File: src/irq_prio_pkg.sv
// Constants shared by the interrupt priority control register design
package irq_prio_pkg;
    // Register map
    localparam logic [11:0] PRIO_CTRL_OFFSET = 12'h000;
    localparam int ADDR_DEC_W = 12;
    // Field layout
    localparam int NUM_SRC = 4;
    localparam int FIELD_W = 3;
    localparam int SRC_CAN2 = 0;
    localparam int SRC_MOD = 1;
    localparam int SRC_ENC = 2;
    localparam int SRC_CONV = 3;
    localparam int CAN2_LSB = 0;
    localparam int MOD_LSB = 4;
    localparam int ENC_LSB = 8;
    localparam int CONV_LSB = 12;
    localparam int FIELD_STRIDE = 4;
    // Reset value and writable bits of the 16-bit register
    localparam logic [15:0] PRIO_CTRL_RESET = 16'h4444;
    localparam logic [15:0] PRIO_CTRL_WMASK = 16'h7777;
    // Priority level codes
    localparam logic [2:0] LEVEL_DISABLED = 3'h0;
    localparam logic [2:0] LEVEL_LOWEST = 3'h1;
    localparam logic [2:0] LEVEL_HIGHEST = 3'h7;
    // AHB-Lite encodings
    localparam logic [1:0] HTRANS_NONSEQ = 2'h2;
    localparam logic HRESP_OKAY = 1'b0;
endpackage

File: src/prio_src_if.sv
// Carrier between the register and one per-source priority decoder
`timescale 1ns/10ps
interface prio_src_if;
    import irq_prio_pkg::*;
    logic [FIELD_W-1:0] field;
    logic src_req;
    logic [FIELD_W-1:0] level;
    logic req_out;

    modport ctrl (output field, output src_req, input level, input req_out);
    modport dec (input field, input src_req, output level, output req_out);
endinterface

File: src/irq_priority_ctrl_reg.sv
// Interrupt priority control register with AHB-Lite slave and source gating
//
// Decided for this implementation: the placing of the registers and register access over AHB-Lite.
`timescale 1ns/10ps
// Notes on behaviour
// - The encoder priority is a three-bit read/write field at bits 10 to 8.
// - The second CAN event priority is a three-bit read/write field at bits 2 to 0.
// - Code 111 makes the source priority 7, the highest level.
// - Any nonzero code is taken directly as the level, 001 being the lowest.
// - Code 000 disables the source so it never raises a request.
module irq_priority_ctrl_reg
    import irq_prio_pkg::*;
(
    // Clock and reset
    input wire logic hclk,
    input wire logic hresetn,
    // AHB-Lite slave
    input wire logic hsel,
    input wire logic [31:0] haddr,
    input wire logic [1:0] htrans,
    input wire logic hwrite,
    input wire logic [2:0] hsize,
    input wire logic [31:0] hwdata,
    input wire logic hready,
    output logic hreadyout,
    output logic [31:0] hrdata,
    output logic hresp,
    // Raw requests from the four sources
    input wire logic [NUM_SRC-1:0] src_req,
    // Gated requests and their levels toward the arbiter
    output logic [NUM_SRC-1:0] irq_req,
    output logic [NUM_SRC-1:0][FIELD_W-1:0] irq_level,
    // Field values as stored
    output logic [FIELD_W-1:0] converter_error_irq_priority,
    output logic [FIELD_W-1:0] encoder_irq_priority,
    output logic [FIELD_W-1:0] modulator_irq_priority,
    output logic [FIELD_W-1:0] can2_event_irq_priority
);
    logic [15:0] prio_ctrl_reg;
    logic [15:0] prio_ctrl_next;
    logic wr_pend_reg;
    logic [31:0] hrdata_reg;
    logic [31:0] hrdata_next;
    logic addr_hit;
    logic take;
    logic wr_now;

    // Zero wait states; every access completes with OKAY
    assign hreadyout = 1'b1;
    assign hresp = HRESP_OKAY;
    assign hrdata = hrdata_reg;

    // Address phase decode; only the one word is mapped
    assign take = hsel && hready && (htrans == HTRANS_NONSEQ || htrans == 2'h3);
    assign addr_hit = (haddr[ADDR_DEC_W-1:0] == PRIO_CTRL_OFFSET);

    // Data phase write lands this cycle
    assign wr_now = wr_pend_reg && hready;

    // Remember a mapped write for its data phase
    always_ff @(posedge hclk or negedge hresetn) begin
        if (!hresetn) begin
            wr_pend_reg <= 1'b0;
        end else if (hready) begin
            wr_pend_reg <= take && hwrite && addr_hit;
        end
    end

    // Gap bits are masked off so they can never be set
    always_comb begin
        prio_ctrl_next = prio_ctrl_reg;
        if (wr_now) begin
            prio_ctrl_next = hwdata[15:0] & PRIO_CTRL_WMASK;
        end
    end

    // The register itself
    always_ff @(posedge hclk or negedge hresetn) begin
        if (!hresetn) begin
            prio_ctrl_reg <= PRIO_CTRL_RESET;
        end else begin
            prio_ctrl_reg <= prio_ctrl_next;
        end
    end

    // Read data forwards a write in the same edge, so write-then-read is never stale
    always_comb begin
        hrdata_next = hrdata_reg;
        if (take && !hwrite) begin
            hrdata_next = addr_hit ? {16'h0000, prio_ctrl_next} : 32'h0000_0000;
        end
    end

    // Read data held until the next read is taken
    always_ff @(posedge hclk or negedge hresetn) begin
        if (!hresetn) begin
            hrdata_reg <= 32'h0000_0000;
        end else if (hready) begin
            hrdata_reg <= hrdata_next;
        end
    end

    // Named field views
    assign can2_event_irq_priority = prio_ctrl_reg[CAN2_LSB +: FIELD_W];
    assign modulator_irq_priority = prio_ctrl_reg[MOD_LSB +: FIELD_W];
    assign encoder_irq_priority = prio_ctrl_reg[ENC_LSB +: FIELD_W];
    assign converter_error_irq_priority = prio_ctrl_reg[CONV_LSB +: FIELD_W];

    // One decoder per source; fields sit at a fixed stride in the word
    for (genvar i = 0; i < NUM_SRC; i++) begin : g_src
        prio_src_if pif ();
        assign pif.field = prio_ctrl_reg[i*FIELD_STRIDE +: FIELD_W];
        assign pif.src_req = src_req[i];
        assign irq_level[i] = pif.level;
        assign irq_req[i] = pif.req_out;
        prio_src_decode u_dec (
            .p(pif)
        );
    end

    // Checks on the stored fields, the read data and the gated requests
    AST_ENC_WRITE: assert property (@(posedge hclk) disable iff (!hresetn)
        wr_now |=> encoder_irq_priority == $past(hwdata[10:8]))
        else $error("encoder field did not take written bits 10 to 8");

    AST_CAN2_WRITE: assert property (@(posedge hclk) disable iff (!hresetn)
        wr_now |=> can2_event_irq_priority == $past(hwdata[2:0]))
        else $error("can2 field did not take written bits 2 to 0");

    AST_HIGHEST_LEVEL: assert property (@(posedge hclk) disable iff (!hresetn)
        (encoder_irq_priority == LEVEL_HIGHEST && src_req[SRC_ENC])
        |-> (irq_req[SRC_ENC] && irq_level[SRC_ENC] == 3'h7))
        else $error("code 111 did not give a level 7 request");

    AST_LEVEL_DIRECT: assert property (@(posedge hclk) disable iff (!hresetn)
        (modulator_irq_priority != LEVEL_DISABLED && src_req[SRC_MOD])
        |-> (irq_req[SRC_MOD] && irq_level[SRC_MOD] == modulator_irq_priority))
        else $error("nonzero code not used as level");

    AST_DISABLED: assert property (@(posedge hclk) disable iff (!hresetn)
        (can2_event_irq_priority == LEVEL_DISABLED) |-> !irq_req[SRC_CAN2])
        else $error("disabled source raised a request");

    AST_RESERVED_ZERO: assert property (@(posedge hclk) disable iff (!hresetn)
        (hrdata[31:16] == 16'h0000) && ((hrdata[15:0] & ~PRIO_CTRL_WMASK) == 16'h0000))
        else $error("reserved bits read nonzero");

    AST_CONV_WRITE: assert property (@(posedge hclk) disable iff (!hresetn)
        wr_now |=> (converter_error_irq_priority == $past(hwdata[14:12]))
        && (modulator_irq_priority == $past(hwdata[6:4])))
        else $error("converter or modulator field not at its bits");

    AST_READ_BACK: assert property (@(posedge hclk) disable iff (!hresetn)
        (take && !hwrite && addr_hit) |=> hrdata[15:0] == prio_ctrl_reg)
        else $error("read did not return the register");

    // Bus side: zero wait states and OKAY only, so no master ever stalls or retries
    AST_READY_HIGH: assert property (@(posedge hclk) disable iff (!hresetn)
        hreadyout == 1'b1)
        else $error("slave inserted a wait state");

    AST_RESP_OKAY: assert property (@(posedge hclk) disable iff (!hresetn)
        hresp == HRESP_OKAY)
        else $error("slave answered with an error");

    // Read data moves only on a read, as a slow master may sample it late
    AST_RDATA_HOLD: assert property (@(posedge hclk) disable iff (!hresetn)
        !(take && !hwrite)
        |=> $stable(hrdata))
        else $error("read data changed without a read");

    // Unmapped space reads zero and swallows writes
    AST_UNMAPPED_READ: assert property (@(posedge hclk) disable iff (!hresetn)
        (take && !hwrite && !addr_hit)
        |=> hrdata == 32'h0000_0000)
        else $error("unmapped read returned nonzero data");

    // A write lands at the end of its data phase, so look one edge further
    AST_UNMAPPED_WRITE: assert property (@(posedge hclk) disable iff (!hresetn)
        (take && hwrite && !addr_hit)
        |=> ##1 $stable(prio_ctrl_reg))
        else $error("unmapped write changed the register");

    // A cycle with no taken transfer must leave no write pending
    AST_NO_STRAY_WRITE: assert property (@(posedge hclk) disable iff (!hresetn)
        (hready && !take)
        |=> !wr_pend_reg)
        else $error("write pending without an address phase");

    // Only a data phase may move the register
    AST_WRITE_ONLY: assert property (@(posedge hclk) disable iff (!hresetn)
        !wr_now
        |=> $stable(prio_ctrl_reg))
        else $error("register changed without a write");

    // The first write cannot land before the second edge after release
    AST_RESET_VALUE: assert property (@(posedge hclk) disable iff (!hresetn)
        !$past(hresetn)
        |-> prio_ctrl_reg == PRIO_CTRL_RESET)
        else $error("register left reset with a wrong value");

    AST_GAP_STORED: assert property (@(posedge hclk) disable iff (!hresetn)
        (prio_ctrl_reg & ~PRIO_CTRL_WMASK) == 16'h0000)
        else $error("a gap bit was stored");

    // Each source is gated by its own field; a swapped index shows up here
    AST_CONV_DISABLED: assert property (@(posedge hclk) disable iff (!hresetn)
        (converter_error_irq_priority == LEVEL_DISABLED)
        |-> !irq_req[SRC_CONV])
        else $error("disabled converter error source raised a request");

    AST_ENC_DISABLED: assert property (@(posedge hclk) disable iff (!hresetn)
        (encoder_irq_priority == LEVEL_DISABLED)
        |-> !irq_req[SRC_ENC])
        else $error("disabled encoder source raised a request");

    AST_MOD_DISABLED: assert property (@(posedge hclk) disable iff (!hresetn)
        (modulator_irq_priority == LEVEL_DISABLED)
        |-> !irq_req[SRC_MOD])
        else $error("disabled modulator source raised a request");

    // A disabled source reports level zero, so the arbiter never ranks it
    AST_DISABLED_LEVEL: assert property (@(posedge hclk) disable iff (!hresetn)
        (encoder_irq_priority == LEVEL_DISABLED)
        |-> irq_level[SRC_ENC] == LEVEL_DISABLED)
        else $error("disabled source reported a nonzero level");

    // A nonzero field passes its raw request straight through
    AST_CONV_PASS: assert property (@(posedge hclk) disable iff (!hresetn)
        (converter_error_irq_priority != LEVEL_DISABLED)
        |-> irq_req[SRC_CONV] == src_req[SRC_CONV])
        else $error("enabled converter error request was blocked");

    AST_ENC_PASS: assert property (@(posedge hclk) disable iff (!hresetn)
        (encoder_irq_priority != LEVEL_DISABLED)
        |-> irq_req[SRC_ENC] == src_req[SRC_ENC])
        else $error("enabled encoder request was blocked");

    AST_MOD_PASS: assert property (@(posedge hclk) disable iff (!hresetn)
        (modulator_irq_priority != LEVEL_DISABLED)
        |-> irq_req[SRC_MOD] == src_req[SRC_MOD])
        else $error("enabled modulator request was blocked");

    AST_CAN2_PASS: assert property (@(posedge hclk) disable iff (!hresetn)
        (can2_event_irq_priority != LEVEL_DISABLED)
        |-> irq_req[SRC_CAN2] == src_req[SRC_CAN2])
        else $error("enabled can2 request was blocked");

    // Level outputs carry the field code unchanged
    AST_CONV_LEVEL: assert property (@(posedge hclk) disable iff (!hresetn)
        irq_level[SRC_CONV] == converter_error_irq_priority)
        else $error("converter error level differs from its field");

    AST_ENC_LEVEL: assert property (@(posedge hclk) disable iff (!hresetn)
        irq_level[SRC_ENC] == encoder_irq_priority)
        else $error("encoder level differs from its field");

    AST_MOD_LEVEL: assert property (@(posedge hclk) disable iff (!hresetn)
        irq_level[SRC_MOD] == modulator_irq_priority)
        else $error("modulator level differs from its field");

    AST_CAN2_LEVEL: assert property (@(posedge hclk) disable iff (!hresetn)
        irq_level[SRC_CAN2] == can2_event_irq_priority)
        else $error("can2 level differs from its field");

    // Code 111 must give level 7 on every source, not just the encoder
    AST_CONV_HIGHEST: assert property (@(posedge hclk) disable iff (!hresetn)
        (converter_error_irq_priority == LEVEL_HIGHEST && src_req[SRC_CONV])
        |-> (irq_req[SRC_CONV] && irq_level[SRC_CONV] == 3'h7))
        else $error("converter error code 111 did not give level 7");

    AST_MOD_HIGHEST: assert property (@(posedge hclk) disable iff (!hresetn)
        (modulator_irq_priority == LEVEL_HIGHEST && src_req[SRC_MOD])
        |-> (irq_req[SRC_MOD] && irq_level[SRC_MOD] == 3'h7))
        else $error("modulator code 111 did not give level 7");

    AST_CAN2_HIGHEST: assert property (@(posedge hclk) disable iff (!hresetn)
        (can2_event_irq_priority == LEVEL_HIGHEST && src_req[SRC_CAN2])
        |-> (irq_req[SRC_CAN2] && irq_level[SRC_CAN2] == 3'h7))
        else $error("can2 code 111 did not give level 7");

    // Code 001 is the lowest level that still raises a request
    AST_CONV_LOWEST: assert property (@(posedge hclk) disable iff (!hresetn)
        (converter_error_irq_priority == LEVEL_LOWEST && src_req[SRC_CONV])
        |-> (irq_req[SRC_CONV] && irq_level[SRC_CONV] == 3'h1))
        else $error("converter error code 001 did not give level 1");

    AST_ENC_LOWEST: assert property (@(posedge hclk) disable iff (!hresetn)
        (encoder_irq_priority == LEVEL_LOWEST && src_req[SRC_ENC])
        |-> (irq_req[SRC_ENC] && irq_level[SRC_ENC] == 3'h1))
        else $error("encoder code 001 did not give level 1");

    AST_MOD_LOWEST: assert property (@(posedge hclk) disable iff (!hresetn)
        (modulator_irq_priority == LEVEL_LOWEST && src_req[SRC_MOD])
        |-> (irq_req[SRC_MOD] && irq_level[SRC_MOD] == 3'h1))
        else $error("modulator code 001 did not give level 1");

    AST_CAN2_LOWEST: assert property (@(posedge hclk) disable iff (!hresetn)
        (can2_event_irq_priority == LEVEL_LOWEST && src_req[SRC_CAN2])
        |-> (irq_req[SRC_CAN2] && irq_level[SRC_CAN2] == 3'h1))
        else $error("can2 code 001 did not give level 1");

    // No gated request may appear without its raw request
    AST_NO_SPURIOUS: assert property (@(posedge hclk) disable iff (!hresetn)
        (irq_req & ~src_req) == 4'h0)
        else $error("request raised with no source request");
endmodule

File: src/prio_src_decode.sv
// Per-source decode of a priority field into a level and a gated request
`timescale 1ns/10ps
module prio_src_decode
    import irq_prio_pkg::*;
(
    // Field and raw request in, level and gated request out
    prio_src_if.dec p
);
    // Code is the level itself; a zero code blocks the source entirely
    always_comb begin
        p.level = p.field;
        p.req_out = p.src_req && (p.field != LEVEL_DISABLED);
    end
endmodule

File: config.mk
export PLATFORM = sky130hd
export DESIGN_NAME = irq_priority_ctrl_reg
export DESIGN_NICKNAME = d
export VERILOG_FILES = /design/src/irq_prio_pkg.sv /design/src/prio_src_if.sv /design/src/irq_priority_ctrl_reg.sv /design/src/prio_src_decode.sv
export SDC_FILE = /design/constraint.sdc
export NUM_CORES = 1
export LEC_CHECK = 0
export ABC_CLOCK_PERIOD_IN_PS = 1200
export BUFFER_PORTS_ARGS = -buffer_cell sky130_fd_sc_hd__clkbuf_2
export CORE_MARGIN = 1.5
export CORE_UTILIZATION = 32
export DETAILED_ROUTE_END_ITERATION = 12
export PLACE_DENSITY = 0.7
export REMOVE_ABC_BUFFERS = 1
export SETUP_SLACK_MARGIN = 0.1
export SLEW_MARGIN = 20
export SYNTH_ARGS = -nofsm -noshare
export SYNTH_HDL_FRONTEND = slang
export SYNTH_SLANG_ARGS = --single-unit
File: constraint.sdc
create_clock -name hclk -period 1.2 [get_ports hclk]
set_input_delay 0.12 -clock hclk [delete_from_list [all_inputs] [get_ports hclk]]
set_output_delay 0.12 -clock hclk [all_outputs]
set_load 0.05 [all_outputs]
==> impl_metrics.yaml, run 1 <==
power:
  leakage_nw: 1.409
  power_density_nw_per_um2: 1146
  ir_drop_v: 0.0008140
  p_total_mw: 3.183
sta:
  fin_crit_ns: 1.308
  max_freq_ghz: 0.7643
  timing.final.ws_setup_ns: -0.1084
  slew_violations: 0
  rsz0062_at_grt: "true"
  hold_viol_final: 0
  setup_violations: 8
  fin_crit_sh_pct: 109.0
  skew_ns: 0.003670
global_routing:
  antenna_found_initial: 0
  grt_pass1_wl_microns: 6617
  grt_pass1_vias: 1374
  grtUsageTotal_pct: 14.48
  grt_use_met2_pct: 26.37
  grtUsageMet3_pct: 4.524
  grt_start_max_net_pins: 34
  grt.busiest_layer: "met2"
  overflow: 0
  grt.met1_usage_pct: 16.20
floorplan:
  fp-row-count: 26
  ioPinCount: 140
  core-area_sq_um: 5205
  die_x_microns: 77.04
  start_util_pct: 33.70
  die-area_sq_um: 5935
  die_y_microns: 77.04
worst_hold_path:
  worstHoldPathCells: 3
  hold_class: "primary input to flip-flop"
worst_setup_path:
  r2r-start: "wr_pend_reg"
  critPathLaunch: "prio_ctrl_reg[10]"
  r2r_cells: 4
  startpoint_type: "flip-flop"
  timing.rr.end: "hrdata[9]"
  worstPathMaxFanout: 4
  worstPathRequired_ns: 1.08
  reg2reg_slack_ns: 0.02
  crit_arrival_ns: 1.19
  crit_path_end_kind: "output port"
  crit_end: "irq_req[2]"
  critical_path_class: "flip-flop to output port"
place:
  finalWeightedCongestion: 0.6786
  dp_hpwl_microns: 2337
  numPortBuffers: 77
  dpl_worst_slack_ns: -0.01019
  place_area_sq_um: 1958
clocking:
  numCtsBuffers: 5
  root_buffer: "clkbuf_8"
  clock_path_buffers: 2
  cts.sinks: 33
  cts.clk_slew.worst_paths_ns: 0.06
  htreeDepth: 2
  cts_tree: "yes"
  insertion_delay_ns: 0.28
routing:
  vias: 1311
  vias_per_cell: 4.327
  ant_nets: 0
  wire_per_inst_microns: 13.97
  drt_iter0_drc: 33
  routed_wl_microns: 4234
  first_pass_iters: 4
  drcViolationCount: 0
layout:
  areaGrowthSynthToFinish_pct: 58.35
  diodes: 0
  layout-drive-gt1-share_pct: 60.52
  fin_nets: 310
  fin_area_sq_um: 2778
outcome:
  violations: "negative setup slack"
  status: "complete, but fails checks"
synthesis:
  ys_types: 21
  synth_area_sq_um: 1754
  yosysSeqAreaShare_pct: 47.36
  synth-seq-cells: 33
  avgSynthCellArea_sq_um: 10.76
  synthCells: 163
  ys.warnings.count: 0
run:
  maxCapViolCount: 0
## worst min path at each step
stage	startpoint	end
2_1_floorplan	hresetn	hrdata[0]
6_report	hwdata[8]	prio_ctrl_reg[8]
3_3_place_gp	hresetn	prio_ctrl_reg[1]
4_1_cts	hwdata[8]	prio_ctrl_reg[8]
3_5_place_dp	hresetn	hrdata[0]
5_1_grt	hwdata[1]	prio_ctrl_reg[1]
## Yosys cell counts (all sizes together)
| cell type | n | area (sq um) |
|---|---|---|
| buf | 50 | 372.8 |
| dfrtp | 29 | 725.7 |
| nand2 | 21 | 86.33 |
| inv | 17 | 63.81 |
| o31ai | 16 | 165.2 |
| mux2i | 12 | 120.1 |
| dfstp | 4 | 105.1 |
| o31a | 4 | 35.03 |
| nor4 | 3 | 37.54 |
| conb | 2 | 7.510 |
| clkbuf | 1 | 3.750 |
| nand3 | 1 | 10.01 |
| nand4 | 1 | 6.260 |
| nand4b | 1 | 8.760 |
| o22ai | 1 | 6.260 |
## through the flow
step           hold slack (ns)    TNS [ns]  cells  util [%]
4_1_cts                0.06641     -0.4733    301     51.80
3_5_place_dp            0.1771    -0.01545    278     37.62
5_1_grt                0.08147      -1.059    303     53.37
2_1_floorplan          -0.1756      -8.531    128         -
3_3_place_gp            0.1696  -0.0006400    278     37.62
6_report               0.07729     -0.5436    303     53.37
## layer usage
layer	part of all wire (%)	vias up
met4	0.50	0
li1	-	617
met5	0	-
met3	5.9	4
met1	39	639
met2	54	51
## logic make-up after synthesis
| logic type | count (synthesis) | share of synthesized area, % |
|---|---|---|
| flops | 33 | 47.36 |
| simple gates | 27 | 8.488 |
| other cells | 2 | 0.4281 |
| buf+inv | 68 | 25.11 |
| compound gates | 21 | 11.77 |
| mux | 12 | 6.848 |
## what timing repair did
action                                 CTS  global route
gates resized for setup                 92            23
gates cloned                             1             0
endpoints found under the hold margin   29             0
buffers inserted                        13             4
hold buffers                             1             0
pin swaps                               15             3
setup endpoints to repair               46            54
## report_power, final
group / switching [mW] / internal (mW) / total (mW)
combinational: 0.637 / 0.438 / 1.08
sequential: 0.0387 / 1.16 / 1.20
clock: 0.394 / 0.518 / 0.912
total: 1.07 / 2.11 / 3.18
## cell usage in the layout (no fill, tap or decap), types with 3 or more instances in the layout
cell type  instances
conb_1            18
o31ai_1            7
o31a_1             4
clkbuf_2          49
buf_12             3
buf_4             10
inv_2              4
o31ai_2            8
mux2i_2            3
buf_8              7
clkbuf_8           8
inv_1             13
nor4_2             3
mux2i_4            7
dfrtp_1           28
clkbuf_16         15
buf_6              9
dfstp_2            4
nand2_1           16
## cell type report
cell class | count | area (sq um)
clock inverter | 1 | 5.005
fill | 449 | 2427
sequential | 33 | 832.0
timing repair buffer | 96 | 993.5
multi-input combinational | 79 | 699.4
inverter | 17 | 63.81
clock buffer | 7 | 96.34
tap | 70 | 87.58
## critical path, stage by stage (launching register included)
cell and delay, ns:
dfstp_2 0.57, o31a_1 0.19, buf_8 0.15
Note: power is estimated with default switching activity, not from simulation.
==> inputs of run 2 (changes only) <==
--- a/config.mk
+++ b/config.mk
@@ -12,7 +12,7 @@
 export DETAILED_ROUTE_END_ITERATION = 12
 export PLACE_DENSITY = 0.7
 export REMOVE_ABC_BUFFERS = 1
-export SETUP_SLACK_MARGIN = 0.1
+export SETUP_SLACK_MARGIN = 0.2
 export SLEW_MARGIN = 20
 export SYNTH_ARGS = -nofsm -noshare
 export SYNTH_HDL_FRONTEND = slang
==> run 2 against run 1 <==
Compared with the run above:
- the flow still finishes with violations (negative setup slack)
- final cell count rose by 6.9%
- sequential power barely moved
- highest routed layer unchanged
- maximum frequency rose by 0.96%
- critical path depth did not move
- largest cell class unchanged
- global-route usage rose by 0.40 points
- die area did not move
- sequential share of layout area fell by 4.0 points
- utilization rose by 8.3 points
- clock power rose by 1%
- power rose by 4.1%
- largest power group unchanged
==> impl_metrics.yaml, run 2 (same netlist as run 1, synthesis figures left out) <==
routing:
  ant_nets: 0
  drt_iter0_drc: 29
  vias: 1376
  vias_per_cell: 4.247
  routed_wl_microns: 4565
  first_pass_iters: 4
  wire_per_inst_microns: 14.09
  drcViolationCount: 0
global_routing:
  grt_pass1_wl_microns: 6768
  antenna_found_initial: 0
  grtUsageTotal_pct: 14.88
  grt_pass1_vias: 1364
  grt_start_max_net_pins: 34
  overflow: 0
worst_hold_path:
  worstHoldPathCells: 3
  hold_class: "primary input to flip-flop"
clocking:
  htreeDepth: 2
  insertion_delay_ns: 0.28
  cts_tree: "yes"
  cts.sinks: 33
  clock_path_buffers: 2
  cts.clk_slew.worst_paths_ns: 0.07
  numCtsBuffers: 5
  root_buffer: "clkbuf_8"
sta:
  setup_violations: 17
  slew_violations: 0
  hold_viol_final: 0
  fin_crit_sh_pct: 108.0
  rsz0062_at_grt: "true"
  final.setup.tns_ns: -0.6290
  skew_ns: 0.001719
  fin_crit_ns: 1.296
  max_freq_ghz: 0.7716
  timing.final.ws_setup_ns: -0.09600
place:
  placed_cells_incl_taps: 278
  finalWeightedCongestion: 0.6786
  dp_hpwl_microns: 2337
  place_area_sq_um: 1958
  dpl_worst_slack_ns: -0.01019
  numPortBuffers: 77
floorplan:
  start_util_pct: 33.70
  ioPinCount: 140
  die-area_sq_um: 5935
  core-area_sq_um: 5205
  die_y_microns: 77.04
  die_x_microns: 77.04
  fp-row-count: 26
power:
  power_density_nw_per_um2: 1033
  leakage_nw: 1.596
  ir_drop_v: 0.0008154
layout:
  fin_area_sq_um: 3208
  fin_nets: 331
  layout_common_cells: "33 x clkbuf_2, 27 x dfrtp_1, 20 x buf_6"
  fillers: 422
  diodes: 0
  final_util_pct: 61.63
  fin_cells: 324
  areaGrowthSynthToFinish_pct: 82.88
  mostFrequentLayoutCell: "clkbuf_2"
  layout-drive-gt1-share_pct: 64.57
outcome:
  violations: "negative setup slack"
  status: "complete, but fails checks"
worst_setup_path:
  worstPathRequired_ns: 1.08
  crit_path_end_kind: "output port"
  startpoint_type: "flip-flop"
  critical_path_class: "flip-flop to output port"
  worstPathMaxFanout: 4
  crit_arrival_ns: 1.18
  r2r_cells: 3
run:
  maxCapViolCount: 0
run 2: cell types whose count changed in the layout (fill, tap and decap cells not counted), moves of 2 or more:
cell,change
buf_4,+9
buf_6,+11
buf_8,+6
clkbuf_16,+2
clkbuf_2,-16
clkbuf_8,+9
nand2_2,-2
nand2_8,+2
run 2: final timing paths:
check / startpoint / endpoint / slack [ns]
max reg2reg: wr_pend_reg / hrdata[2] / -0.01
max in group asynchronous: hresetn / prio_ctrl_reg[14] / 0.44
min: hwdata[4] / prio_ctrl_reg[4] / 0.08
min reg2reg: prio_ctrl_reg[3] / prio_ctrl_reg[3] / 0.49
max: prio_ctrl_reg[2] / irq_req[0] / -0.1
min in group asynchronous: hresetn / prio_ctrl_reg[1] / 0.41
run 2: critical path, stage by stage (launching register included):
cell	delay, ns
dfstp_2	0.57
o31a_1	0.17
buf_8	0.16
run 2: metal layers:
| layer | track usage (%) | wire (microns) |
|---|---|---|
| met1 | 16.27 | 1755 |
| met2 | 27.61 | 2520 |
| met3 | 4.762 | 266 |
| met4 | 3.818 | 21 |
| met5 | 0 | 0 |
run 2: layout make-up:
type	count	area, sq um	area share (%)
Timing Repair Buffer	117	1381	43.06
Sequential cell	33	833.3	25.98
Multi-Input combinational cell	79	740.7	23.09
Clock buffer	7	96.34	3.003
Tap cell	70	87.58	2.730
Inverter	17	63.81	1.989
Clock inverter	1	5.005	0.1560
run 2: timing repair:
| item | 4_1_cts | 5_1_grt |
|---|---|---|
| cloned | 1 | 0 |
| hold buffers | 1 | 0 |
| pin swaps | 19 | 3 |
| hold endpoints to repair | 29 | 0 |
| setup buffers | 17 | 19 |
| gates resized for setup | 131 | 44 |
| setup endpoints to repair | 72 | 70 |
run 2: power breakdown:
part | total (mW) | internal [mW] | switching (mW)
logic | 1.19 | 0.528 | 0.663
registers | 1.20 | 1.16 | 0.0394
clock network | 0.925 | 0.518 | 0.406
run 2: metrics by stage:
step           hold slack [ns]  total power, mW
2_1_floorplan          -0.1756            1.707
3_3_place_gp            0.1696            1.886
3_5_place_dp            0.1771            1.895
4_1_cts                0.06641            3.197
5_1_grt                0.08147            3.439
6_report               0.08197            3.313
